<file path="src/verilog/tdmf_pkg.sv">
// package: frame geometry, field positions and carrier types for the tdm slave framer
package tdmf_pkg;
  // =====================================================================
  // frame geometry
  localparam int FRAME_HZ         = 8000;
  localparam int TERM_CHANNELS    = 3;
  localparam int LINE_CHANNELS    = 8;
  localparam int BYTES_PER_CHAN   = 4;
  localparam int TERM_FRAME_BITS  = 96;
  localparam int LINE_FRAME_BITS  = 256;
  localparam int TERM_RATE_KBPS   = 768;
  localparam int LINE_RATE_KBPS   = 2048;
  localparam int BIT_CNT_W        = 9;
  localparam logic [1:0] BYTE_B1  = 2'h0;
  localparam logic [1:0] BYTE_B2  = 2'h1;
  localparam logic [1:0] BYTE_MON = 2'h2;
  localparam logic [1:0] BYTE_CI  = 2'h3;
  localparam logic [1:0] TERM_OWN_CHAN = 2'h1;
  localparam logic [2:0] BIT_MSB  = 3'h7;
  localparam logic [2:0] BIT_LSB  = 3'h0;
  // fourth byte: command/indicate 7..2 (D bits 7..6 in digital line mode), monitor receive 1, monitor transmit 0
  localparam int CI_W             = 6;
  localparam int CI_FIELD_LO      = 2;
  localparam int MR_POS           = 1;
  localparam int MX_POS           = 0;
  // =====================================================================
  // monitor address byte layout
  localparam int ADDR_MARK_POS    = 7;
  localparam int ADDR_SLOT_HI     = 6;
  localparam int ADDR_SLOT_LO     = 4;
  localparam int ADDR_PAIR_POS    = 3;
  localparam logic [2:0] ADDR_LOW_ZERO = 3'h0;
  // =====================================================================
  // command/indicate output control codes
  localparam logic [2:0] CI_CODE_OFF    = 3'h0;
  localparam logic [2:0] CI_CODE_DIRECT = 3'h7;
  localparam logic [2:0] CI_CODE_ONE    = 3'h1;
  localparam int STATUS_CI_LO     = 2;
  localparam logic [7:0] IDLE_BYTE = 8'hff;
  localparam logic [5:0] CI_ALL_ONES = 6'h3f;
  // =====================================================================
  // carriers
  typedef struct packed {
    logic [2:0] slotAddr;
    logic       pairSel;
  } tdmf_addr_t;
  typedef struct packed {
    logic       terminalFraming;
    logic       analogueLine;
    logic [2:0] ciCode;
  } tdmf_cfg_t;
  typedef struct packed {
    logic [BIT_CNT_W-1:0] bitIdx;
    logic                 valid;
  } tdmf_pos_t;

  function automatic logic [7:0] addr_byte(input tdmf_addr_t a);
    addr_byte = {1'b1, a.slotAddr, a.pairSel, ADDR_LOW_ZERO};
  endfunction : addr_byte
endpackage : tdmf_pkg

</file>
<file path="src/verilog/tdmf_sync2.sv">
// two-flop synchroniser for asynchronous pin inputs
module tdmf_sync2
  import tdmf_pkg::*;
#(
  parameter int W = 1
) (
  input  wire logic         ref_clk,
  input  wire logic         rst_n,
  input  wire logic         clkEn,
  input  wire logic [W-1:0] din,
  output logic      [W-1:0] dout
);
  logic [W-1:0] meta_r;
  logic [W-1:0] meta_nxt;
  logic [W-1:0] dout_nxt;

  always_comb begin
    meta_nxt = clkEn ? din : meta_r;
    dout_nxt = clkEn ? meta_r : dout;
  end

  always_ff @(posedge ref_clk or negedge rst_n) begin
    if (!rst_n) begin
      meta_r <= '0;
      dout   <= '0;
    end else begin
      meta_r <= meta_nxt;
      dout   <= dout_nxt;
    end
  end
endmodule : tdmf_sync2

</file>
<file path="src/verilog/tdmf_ci_enc.sv">
// command/indicate field encoder from control code, status and mask
module tdmf_ci_enc
  import tdmf_pkg::*;
(
  input  wire logic [2:0]      ciCode,
  input  wire logic [7:0]      statusBits,
  input  wire logic [7:0]      maskBits,
  output logic      [CI_W-1:0] ciOut
);
  logic [7:0] pending;
  logic [2:0] bitSel;

  always_comb begin
    pending = statusBits & maskBits;
    bitSel  = ciCode - CI_CODE_ONE;
    ciOut   = CI_ALL_ONES;
    if (ciCode == CI_CODE_OFF) begin
      ciOut = CI_ALL_ONES;
    end else if (ciCode == CI_CODE_DIRECT) begin
      // masked positions stay low because the and already clears them
      ciOut = pending[7:STATUS_CI_LO];
    end else if (|pending) begin
      ciOut[bitSel] = 1'b0;
    end
  end
endmodule : tdmf_ci_enc

</file>
<file path="src/verilog/tdmf_framer.sv">
// slave frame, slot and channel logic for a four-wire time-multiplexed serial bus
// =====================================================================
// module
module tdmf_framer
  import tdmf_pkg::*;
(
  input  wire logic            ref_clk,
  input  wire logic            rst_n,
  input  wire logic            clkEn,
  input  wire logic            busClk,
  input  wire logic            frameSync,
  input  wire logic            dataDownIn,
  input  wire logic            dataUpIn,
  output logic                 dataUpOut,
  output logic                 dataUpOe_n,
  input  wire logic            slot_addr_bit0,
  input  wire logic            slot_addr_bit1,
  input  wire logic            slot_addr_bit2,
  input  wire logic            pair_select_pin,
  input  wire tdmf_cfg_t       bus_control_register,
  input  wire logic [7:0]      statusBits,
  input  wire logic [7:0]      maskBits,
  input  wire logic            monReplyValid,
  input  wire logic [7:0]      monReplyByte,
  output logic                 monRxStrobe,
  output logic [7:0]           monRxByte,
  output logic                 monRxAddrHit,
  output logic                 monRxMx_n,
  output logic                 monTxAck,
  output logic [CI_W-1:0]      ciRxField,
  output logic [7:0]           b1RxByte,
  output logic [7:0]           b2RxByte,
  output logic                 frameLock
);
  // =====================================================================
  // pin synchronisation
  localparam int PIN_W = 7;
  logic [PIN_W-1:0] pinRaw;
  logic [PIN_W-1:0] pinSync;
  logic             clkS;
  logic             fsS;
  logic             ddS;
  tdmf_addr_t       ownAddr;
  logic             duS;

  assign pinRaw = {busClk, frameSync, dataDownIn, slot_addr_bit2, slot_addr_bit1,
                   slot_addr_bit0, pair_select_pin};

  tdmf_sync2 #(.W(PIN_W)) uSync (
    .ref_clk (ref_clk),
    .rst_n   (rst_n),
    .clkEn   (clkEn),
    .din     (pinRaw),
    .dout    (pinSync)
  );

  tdmf_sync2 #(.W(1)) uSyncUp (
    .ref_clk (ref_clk),
    .rst_n   (rst_n),
    .clkEn   (clkEn),
    .din     (dataUpIn),
    .dout    (duS)
  );

  assign clkS             = pinSync[6];
  assign fsS              = pinSync[5];
  assign ddS              = pinSync[4];
  assign ownAddr.slotAddr = pinSync[3:1];
  assign ownAddr.pairSel  = pinSync[0];

  // =====================================================================
  // edge detection and bit framing
  // the bus clock runs at twice the bit rate: a bit spans two bus clocks,
  // so a half-bit phase toggles on each rising edge
  logic                 clkD_r, clkD_nxt;
  logic                 fsD_r, fsD_nxt;
  logic                 phase_r, phase_nxt;
  logic [BIT_CNT_W-1:0] bitCnt_r, bitCnt_nxt;
  logic                 lock_r, lock_nxt;
  logic                 launch_r, launch_nxt;
  logic                 clkRise;
  logic                 clkFall;
  logic                 fsRise;
  logic                 sampleTick;
  logic                 launchTick;
  logic [BIT_CNT_W-1:0] frameBits;

  assign clkRise   = clkS & ~clkD_r;
  assign clkFall   = ~clkS & clkD_r;
  assign fsRise    = fsS & ~fsD_r;
  assign frameBits = bus_control_register.terminalFraming ? BIT_CNT_W'(TERM_FRAME_BITS)
                                                          : BIT_CNT_W'(LINE_FRAME_BITS);
  // sample on the first falling edge of a bit; launch one cycle after the rise that starts
  // a bit, so the counter already points at the bit being launched
  assign sampleTick = clkFall & phase_r;
  assign launchTick = launch_r;

  always_comb begin
    launch_nxt = clkRise & (fsRise | ~phase_r);
    clkD_nxt   = clkS;
    fsD_nxt    = fsS;
    phase_nxt  = phase_r;
    bitCnt_nxt = bitCnt_r;
    lock_nxt   = lock_r;
    if (clkRise) begin
      if (fsS && !fsD_r) begin
        // frame start aligns phase and bit count
        phase_nxt  = 1'b1;
        bitCnt_nxt = '0;
        lock_nxt   = 1'b1;
      end else begin
        phase_nxt = ~phase_r;
        if (!phase_r) begin
          if (bitCnt_r == frameBits - BIT_CNT_W'(1)) begin
            bitCnt_nxt = '0;
          end else begin
            bitCnt_nxt = bitCnt_r + BIT_CNT_W'(1);
          end
        end
      end
    end
  end

  always_ff @(posedge ref_clk or negedge rst_n) begin
    if (!rst_n) begin
      clkD_r   <= 1'b0;
      fsD_r    <= 1'b0;
      phase_r  <= 1'b0;
      bitCnt_r <= '0;
      lock_r   <= 1'b0;
      launch_r <= 1'b0;
    end else if (clkEn) begin
      launch_r <= launch_nxt;
      clkD_r   <= clkD_nxt;
      fsD_r    <= fsD_nxt;
      phase_r  <= phase_nxt;
      bitCnt_r <= bitCnt_nxt;
      lock_r   <= lock_nxt;
    end
  end

  // =====================================================================
  // position decode: channel, byte in channel, bit in byte
  logic [2:0] chanIdx;
  logic [1:0] byteIdx;
  logic [2:0] bitInByte;
  logic       ownChan;

  assign chanIdx   = bitCnt_r[7:5];
  assign byteIdx   = bitCnt_r[4:3];
  assign bitInByte = BIT_MSB - bitCnt_r[2:0];
  // terminal mode owns channel 1 only; line mode owns the addressed slot
  assign ownChan   = bus_control_register.terminalFraming ? (chanIdx == {1'b0, TERM_OWN_CHAN})
                                                          : (chanIdx == ownAddr.slotAddr);

  // =====================================================================
  // receive shift and monitor handling
  logic [7:0]      shift_r, shift_nxt;
  logic [7:0]      monRx_r, monRx_nxt;
  logic            monStb_r, monStb_nxt;
  logic            first_r, first_nxt;
  logic            hit_r, hit_nxt;
  logic            mxIn_r, mxIn_nxt;
  logic            mxPrev_r, mxPrev_nxt;
  logic            mrIn_r, mrIn_nxt;
  logic            mrPrev_r, mrPrev_nxt;
  logic            ack_r, ack_nxt;
  logic [CI_W-1:0] ciRx_r, ciRx_nxt;
  logic [7:0]      b1_r, b1_nxt;
  logic [7:0]      b2_r, b2_nxt;
  logic [7:0]      rxByte;
  logic            byteDone;

  assign rxByte   = {shift_r[6:0], ddS};
  assign byteDone = sampleTick & lock_r & ownChan & (bitInByte == BIT_LSB);

  always_comb begin
    shift_nxt  = shift_r;
    monRx_nxt  = monRx_r;
    monStb_nxt = 1'b0;
    first_nxt  = first_r;
    hit_nxt    = hit_r;
    mxIn_nxt   = mxIn_r;
    mxPrev_nxt = mxPrev_r;
    mrIn_nxt   = mrIn_r;
    mrPrev_nxt = mrPrev_r;
    ack_nxt    = 1'b0;
    ciRx_nxt   = ciRx_r;
    b1_nxt     = b1_r;
    b2_nxt     = b2_r;
    if (sampleTick) begin
      shift_nxt = rxByte;
    end
    // channel 0 of a terminal frame, with its monitor byte, is never looked at
    if (byteDone) begin
      unique case (byteIdx)
        BYTE_B1: b1_nxt = rxByte;
        BYTE_B2: b2_nxt = rxByte;
        BYTE_MON: monRx_nxt = rxByte;
        BYTE_CI: begin
          // D bits 7..6 are captured with the command/indicate field
          ciRx_nxt   = rxByte[CI_FIELD_LO+CI_W-1:CI_FIELD_LO];
          mxIn_nxt   = rxByte[MX_POS];
          mrIn_nxt   = rxByte[MR_POS];
          mxPrev_nxt = mxIn_r;
          mrPrev_nxt = mrIn_r;
          // new byte offered: master pulls transmit low after it was high
          if (!rxByte[MX_POS] && mxIn_r) begin
            monStb_nxt = 1'b1;
            if (first_r) begin
              hit_nxt = (monRx_r == addr_byte(ownAddr));
            end
            first_nxt = 1'b0;
          end
          // transmit high two frames running ends the message
          if (rxByte[MX_POS] && mxIn_r) begin
            first_nxt = 1'b1;
            hit_nxt   = 1'b0;
          end
          // receive bit rising acknowledges our reply byte
          ack_nxt = rxByte[MR_POS] & ~mrIn_r;
        end
        default: ;
      endcase
    end
  end

  always_ff @(posedge ref_clk or negedge rst_n) begin
    if (!rst_n) begin
      shift_r  <= '0;
      monRx_r  <= IDLE_BYTE;
      monStb_r <= 1'b0;
      first_r  <= 1'b1;
      hit_r    <= 1'b0;
      mxIn_r   <= 1'b1;
      mxPrev_r <= 1'b1;
      mrIn_r   <= 1'b0;
      mrPrev_r <= 1'b0;
      ack_r    <= 1'b0;
      ciRx_r   <= CI_ALL_ONES;
      b1_r     <= IDLE_BYTE;
      b2_r     <= IDLE_BYTE;
    end else if (clkEn) begin
      shift_r  <= shift_nxt;
      monRx_r  <= monRx_nxt;
      monStb_r <= monStb_nxt;
      first_r  <= first_nxt;
      hit_r    <= hit_nxt;
      mxIn_r   <= mxIn_nxt;
      mxPrev_r <= mxPrev_nxt;
      mrIn_r   <= mrIn_nxt;
      mrPrev_r <= mrPrev_nxt;
      ack_r    <= ack_nxt;
      ciRx_r   <= ciRx_nxt;
      b1_r     <= b1_nxt;
      b2_r     <= b2_nxt;
    end
  end

  // =====================================================================
  // upstream transmit
  logic [CI_W-1:0] ciTx;
  logic [7:0]      txByte;
  logic            txBit;
  logic            txEn;
  logic            duOut_r, duOut_nxt;
  logic            duOe_r, duOe_nxt;

  tdmf_ci_enc uCi (
    .ciCode     (bus_control_register.ciCode),
    .statusBits (statusBits),
    .maskBits   (maskBits),
    .ciOut      (ciTx)
  );

  always_comb begin
    txByte = IDLE_BYTE;
    txEn   = 1'b0;
    unique case (byteIdx)
      // monitor reply only inside an exchange the master addressed to us
      BYTE_MON: if (hit_r && monReplyValid) begin
        txByte = monReplyByte;
        txEn   = 1'b1;
      end
      BYTE_CI: begin
        txEn = 1'b1;
        txByte[CI_FIELD_LO+CI_W-1:CI_FIELD_LO] = ciTx;
        // D field stays released in digital line mode
        if (!bus_control_register.terminalFraming && !bus_control_register.analogueLine) begin
          txByte[7:6] = 2'h3;
        end
        txByte[MX_POS] = ~(hit_r & monReplyValid);
      end
      default: ;
    endcase
  end

  assign txBit = txByte[bitInByte];

  always_comb begin
    duOut_nxt = duOut_r;
    duOe_nxt  = duOe_r;
    if (!lock_r) begin
      duOut_nxt = 1'b1;
      duOe_nxt  = 1'b1;
    end else if (launchTick) begin
      duOut_nxt = txBit;
      // drive only our own channel and only the bytes we use
      duOe_nxt  = ~(ownChan & txEn & ~txBit);
    end
  end

  always_ff @(posedge ref_clk or negedge rst_n) begin
    if (!rst_n) begin
      duOut_r <= 1'b1;
      duOe_r  <= 1'b1;
    end else if (clkEn) begin
      duOut_r <= duOut_nxt;
      duOe_r  <= duOe_nxt;
    end
  end

  assign dataUpOut    = duOut_r;
  assign dataUpOe_n   = duOe_r;
  assign monRxStrobe  = monStb_r;
  assign monRxByte    = monRx_r;
  assign monRxAddrHit = hit_r;
  assign monRxMx_n    = mxIn_r;
  assign monTxAck     = ack_r;
  assign ciRxField    = ciRx_r;
  assign b1RxByte     = b1_r;
  assign b2RxByte     = b2_r;
  assign frameLock    = lock_r;

  // =====================================================================
  // checks
  property p_bit_wrap;
    @(posedge ref_clk) disable iff (!rst_n)
    (bitCnt_r == frameBits - BIT_CNT_W'(1) && clkRise && !phase_r && !fsRise && clkEn)
      |=> bitCnt_r == '0;
  endproperty
  a_bit_wrap: assert property (p_bit_wrap) else $error("bit counter missed wrap");

  property p_fs_align;
    @(posedge ref_clk) disable iff (!rst_n)
    (clkRise && fsRise && clkEn) |=> (bitCnt_r == '0 && phase_r && lock_r);
  endproperty
  a_fs_align: assert property (p_fs_align) else $error("frame sync did not realign");

  property p_release_out;
    @(posedge ref_clk) disable iff (!rst_n)
    (launchTick && clkEn && lock_r && !ownChan) |=> dataUpOe_n;
  endproperty
  a_release_out: assert property (p_release_out) else $error("drove outside own slot");

  property p_no_unsolicited;
    @(posedge ref_clk) disable iff (!rst_n)
    (launchTick && clkEn && byteIdx == BYTE_MON && !hit_r) |=> dataUpOe_n;
  endproperty
  a_no_unsolicited: assert property (p_no_unsolicited) else $error("monitor driven unasked");

  property p_ci_off;
    @(posedge ref_clk) disable iff (!rst_n)
    (bus_control_register.ciCode == CI_CODE_OFF) |-> ciTx == CI_ALL_ONES;
  endproperty
  a_ci_off: assert property (p_ci_off) else $error("code 000 not all ones");

  property p_ci_direct_mask;
    @(posedge ref_clk) disable iff (!rst_n)
    (bus_control_register.ciCode == CI_CODE_DIRECT)
      |-> (ciTx & ~maskBits[7:STATUS_CI_LO]) == '0;
  endproperty
  a_ci_direct_mask: assert property (p_ci_direct_mask) else $error("masked bit not zero");

  property p_ci_single;
    @(posedge ref_clk) disable iff (!rst_n)
    (bus_control_register.ciCode != CI_CODE_OFF && bus_control_register.ciCode != CI_CODE_DIRECT
     && |(statusBits & maskBits)) |-> $countones(~ciTx) == 1;
  endproperty
  a_ci_single: assert property (p_ci_single) else $error("request not on one bit");

  property p_hit_needs_first;
    @(posedge ref_clk) disable iff (!rst_n)
    $rose(hit_r) |-> $past(first_r) && $past(monRx_r) == addr_byte(ownAddr);
  endproperty
  a_hit_needs_first: assert property (p_hit_needs_first) else $error("bad address match");
endmodule : tdmf_framer

</file>
<file path="config.mk">
export PLATFORM = sky130hd
export DESIGN_NAME = tdmf_framer
export DESIGN_NICKNAME = d
export VERILOG_FILES = /design/src/verilog/tdmf_pkg.sv /design/src/verilog/tdmf_sync2.sv /design/src/verilog/tdmf_ci_enc.sv /design/src/verilog/tdmf_framer.sv
export SDC_FILE = /design/constraint.sdc
export NUM_CORES = 1
export LEC_CHECK = 0
export BUFFER_PORTS_ARGS = -buffer_cell sky130_fd_sc_hd__buf_2
export CAP_MARGIN = 5
export CORE_UTILIZATION = 55
export DETAILED_ROUTE_END_ITERATION = 10
export GPL_TIMING_DRIVEN = 1
export PLACE_DENSITY = 0.83
export SLEW_MARGIN = 15
export SYNTH_ARGS = -nofsm -noshare
export SYNTH_HDL_FRONTEND = slang
export SYNTH_SLANG_ARGS = --single-unit
</file>
<file path="constraint.sdc">
create_clock -name ref_clk -period 4.9 [get_ports ref_clk]
set_clock_uncertainty 0.15 [all_clocks]
set_input_delay 0.245 -clock ref_clk [delete_from_list [all_inputs] [get_ports ref_clk]]
set_output_delay 0.245 -clock ref_clk [all_outputs]
set_load 0.03 [all_outputs]
</file>
==> results.py <==
metrics = {
    "critical_path": {
        "reg2reg_from": "bitCnt_r[0]",
        "crit_fanout": 16,
        "rrSetupSlack_ps": 1990,
        "startpoint_type": "register",
        "crit_path_end_kind": "register",
        "worstReg2RegEnd": "monRxAddrHit",
        "crit_arrival_ps": 3000,
        "ff2ff_path_depth": 8,
        "crit_type": "reg -> reg",
        "critical_path_required_ps": 4990,
    },
    "route": {
        "drtIter0Drc": 189,
        "wl_mm": 7.36,
        "vias": 2573,
        "detail-route-antenna-nets": 0,
        "drc_errors": 0,
        "wl_per_cell_um": 16.2,
        "drt-vias-per-instance": 5.65,
        "dr.pass1.iters": 4,
    },
    "sta": {
        "tightest_slew_ps": 886,
        "hold_viol_final": 0,
        "fmax_mhz": 343,
        "min_period_ps": 2910,
        "period_share_pct": 59.4,
        "holdWs_ps": 225,
        "setup_viol": 0,
        "maxSlewHeadroom_pct": 40.9,
        "slew_viol_final": 0,
        "fin_setup_tns_ps": 0,
        "grt_setup_unrepaired": "no",
    },
    "placed_design": {
        "place_congestion": 0.836,
        "io_buffers": 76,
        "dp_hpwl_mm": 5.10,
        "dp_cells": 431,
    },
    "yosys": {
        "yosysTopAreaCell": "dfrtp_1",
        "synthesis.nets": 337,
        "yosysWarnings": 0,
        "synth_ff_type": "dfrtp_1",
        "synth.cell_area_sq_um": 3540,
        "synth_cells": 291,
        "yosysSeqAreaShare_pct": 52.7,
        "synth_top_area_share_pct": 27.5,
        "synth_seq_cells": 73,
        "ys_top_cells_by_area": "dfrtp_1, dfstp_2, mux2_2, mux2_4, o21ai_0",
        "ys_types": 57,
        "ys_async_sr_fraction_pct": 100,
        "syn_area_per_cell_sq_um": 12.2,
        "synth_edf_count": 0,
    },
    "power_and_ir_drop": {
        "pwr_density_cell_nw_per_um2": 333,
        "ir_drop_mv": 0.243,
        "p_leak_uw": 0.00197,
        "total_power_uw": 1400,
    },
    "min_path": {
        "hp-start": "monReplyValid",
        "min_to": "dataUpOe_n",
        "hp-class": "in -> reg",
        "whs_path_depth": 4,
    },
    "floorplanning": {
        "core-area_sq_um": 6060,
        "num_rows": 28,
        "dieHeight_um": 82.3,
        "die-area_sq_um": 6770,
        "die_x_um": 82.3,
        "io_pins": 78,
        "start_util_pct": 58.5,
    },
    "clocking": {
        "cts_max_level": 3,
        "cts_setup_buffers": 0,
        "cts_tree": "done",
        "numClockSinks": 73,
        "clockBufferDepth": 2,
        "clkTransAtPathRegs_ps": 70,
        "cts_buffers": 9,
        "cts-root-buf": "clkbuf_8",
        "worstSkewPairLatency_ps": 350,
    },
    "global_routing": {
        "use_met2_pct": 38.8,
        "top_usage_layer": "met2",
        "use_met1_pct": 32.2,
        "grt-ovfl-total": 0,
        "grt_pass1_wl_mm": 12.1,
        "met3_usage_pct": 8.02,
        "track_usage_pct": 24.7,
        "grt_max_degree": 74,
        "grt_pass1_vias": 2510,
        "antenna_found_initial": 0,
    },
    "finish": {
        "final_cell_count_no_fill": 455,
        "nets": 421,
        "multiInputGateArea_sq_um": 1570,
        "syn2layout_area_growth_pct": 18.9,
        "drive_gt1_share_pct": 48.4,
        "seq_area_sq_um": 1870,
        "diodes": 0,
        "fillerInstances": 462,
    },
    "run": {
        "max-cap-violations": 0,
    },
    "run_status": {
        "status": "complete, no violations",
    },
}
-- worst max-delay path: stages, from the launching register on --
cell and delay (ps):
dfrtp_1 680, ha_1 290, ha_1 160, nand2_1 60, or2_1 270, nor2_1 190, nand3_1 430, nor2_1 250
mux2_2 350
-- what timing repair did --
| item | CTS | global route |
|---|---|---|
| hold buffers | 8 | 0 |
| endpoints found under the hold margin | 46 | 0 |
| resized for setup | 0 | 0 |
-- power breakdown --
| group | internal [uW] | leakage [uW] | switching, uW |
|---|---|---|---|
| Combinational | 111 | 0.00103 | 115 |
| Clock | 196 | 0.0000891 | 221 |
| Sequential | 665 | 0.000846 | 96.4 |
| Total | 972 | 0.00197 | 432 |
-- metrics by stage --
step	util, %	area [sq um]	worst slack (ps)
after global routing	69.6	4220	1680
final	69.6	4220	1990
after floorplan	-	3540	2670
after CTS	69.6	4220	1950
after global placement	65.4	3960	2020
after detailed placement	65.4	3960	1940
-- cells in the mapped netlist, types with 2 or more instances --
cell type and instances:
and3_1 4, a31oi_1 3, o211ai_1 2, a21o_1 2, nand3_1 7, a22oi_1 4, nand4_1 3, xnor2_1 4
mux2i_1 3, mux2_2 46, nand4b_1 2, nand2_1 14, nor3_1 3, xor2_1 3, clkbuf_1 5, buf_6 2
nor3b_1 3, inv_1 10, nor2_1 14, dfstp_2 34, dfrtp_1 39, nor2b_1 2, buf_1 4, o21ai_0 17
ha_1 5, a21oi_1 9, nand2b_1 5, o22ai_1 2, mux2_4 8, o41ai_1 2, a21boi_0 2, o21bai_1 2
o31ai_1 2
-- per-layer routing --
metal	routed length (um)	share of wire, %
met1	3270	44
met2	3560	48
met3	424	5.8
met4	100	1.4
met5	0	0
-- sequential cells by signal (all words and copies together), names as in the netlist, 6 cells and up --
signal / flops
ciRxField: 6
b1RxByte: 8
uSync.dout: 7
shift_r: 7
monRxByte: 8
uSync.meta_r: 7
b2RxByte: 8
bitCnt_r: 9
-- layout make-up --
class                      instances  share of cell area, %
sequential                        73                   44.3
clock inverter                     5                  0.742
multi-input combinational        196                   37.3
clock buffer                      11                   3.35
timing repair buffer              85                   11.1
tap                               75                   2.23
inverter                          10                  0.890
-- cell usage in the layout (no fill, tap or decap), drive strengths merged, types with 4 or more instances in the layout --
cell type / netlist / final
nand2b: 5 / 5
xnor2: 4 / 4
dfstp: 34 / 34
nor2: 14 / 14
clkbuf: 5 / 11
clkinv: 0 / 4
and3: 4 / 4
dlygate4sd3: 0 / 8
a21oi: 9 / 9
nand3: 7 / 7
ha: 5 / 5
dfrtp: 39 / 39
o21ai: 18 / 18
a22oi: 4 / 4
nand2: 15 / 15
mux2: 54 / 54
inv: 10 / 10
buf: 7 / 77
-- cells by family after synthesis --
logic type / synth area share [%]
buffers and inverters: 2.86
adders and majority gates: 1.76
muxes: 18.8
AOI/OAI and AO/OA: 10.1
xor gates and xnor gates: 1.73
DFF: 52.7
and+or+nand+nor: 12.0
-- worst max path at each step --
stage	startpoint	to	slack [ps]	cells after the start
3_5_place_dp	clkEn	monRxAddrHit	1940	7
3_3_place_gp	clkEn	monRxAddrHit	2020	7
2_1_floorplan	bitCnt_r[1]	b2RxByte[0]	2670	7
4_1_cts	bitCnt_r[0]	monRxAddrHit	1950	8
6_report	bitCnt_r[0]	monRxAddrHit	1990	8
5_1_grt	bitCnt_r[0]	monRxAddrHit	1680	8
Note: power is estimated with default switching activity, not from simulation.
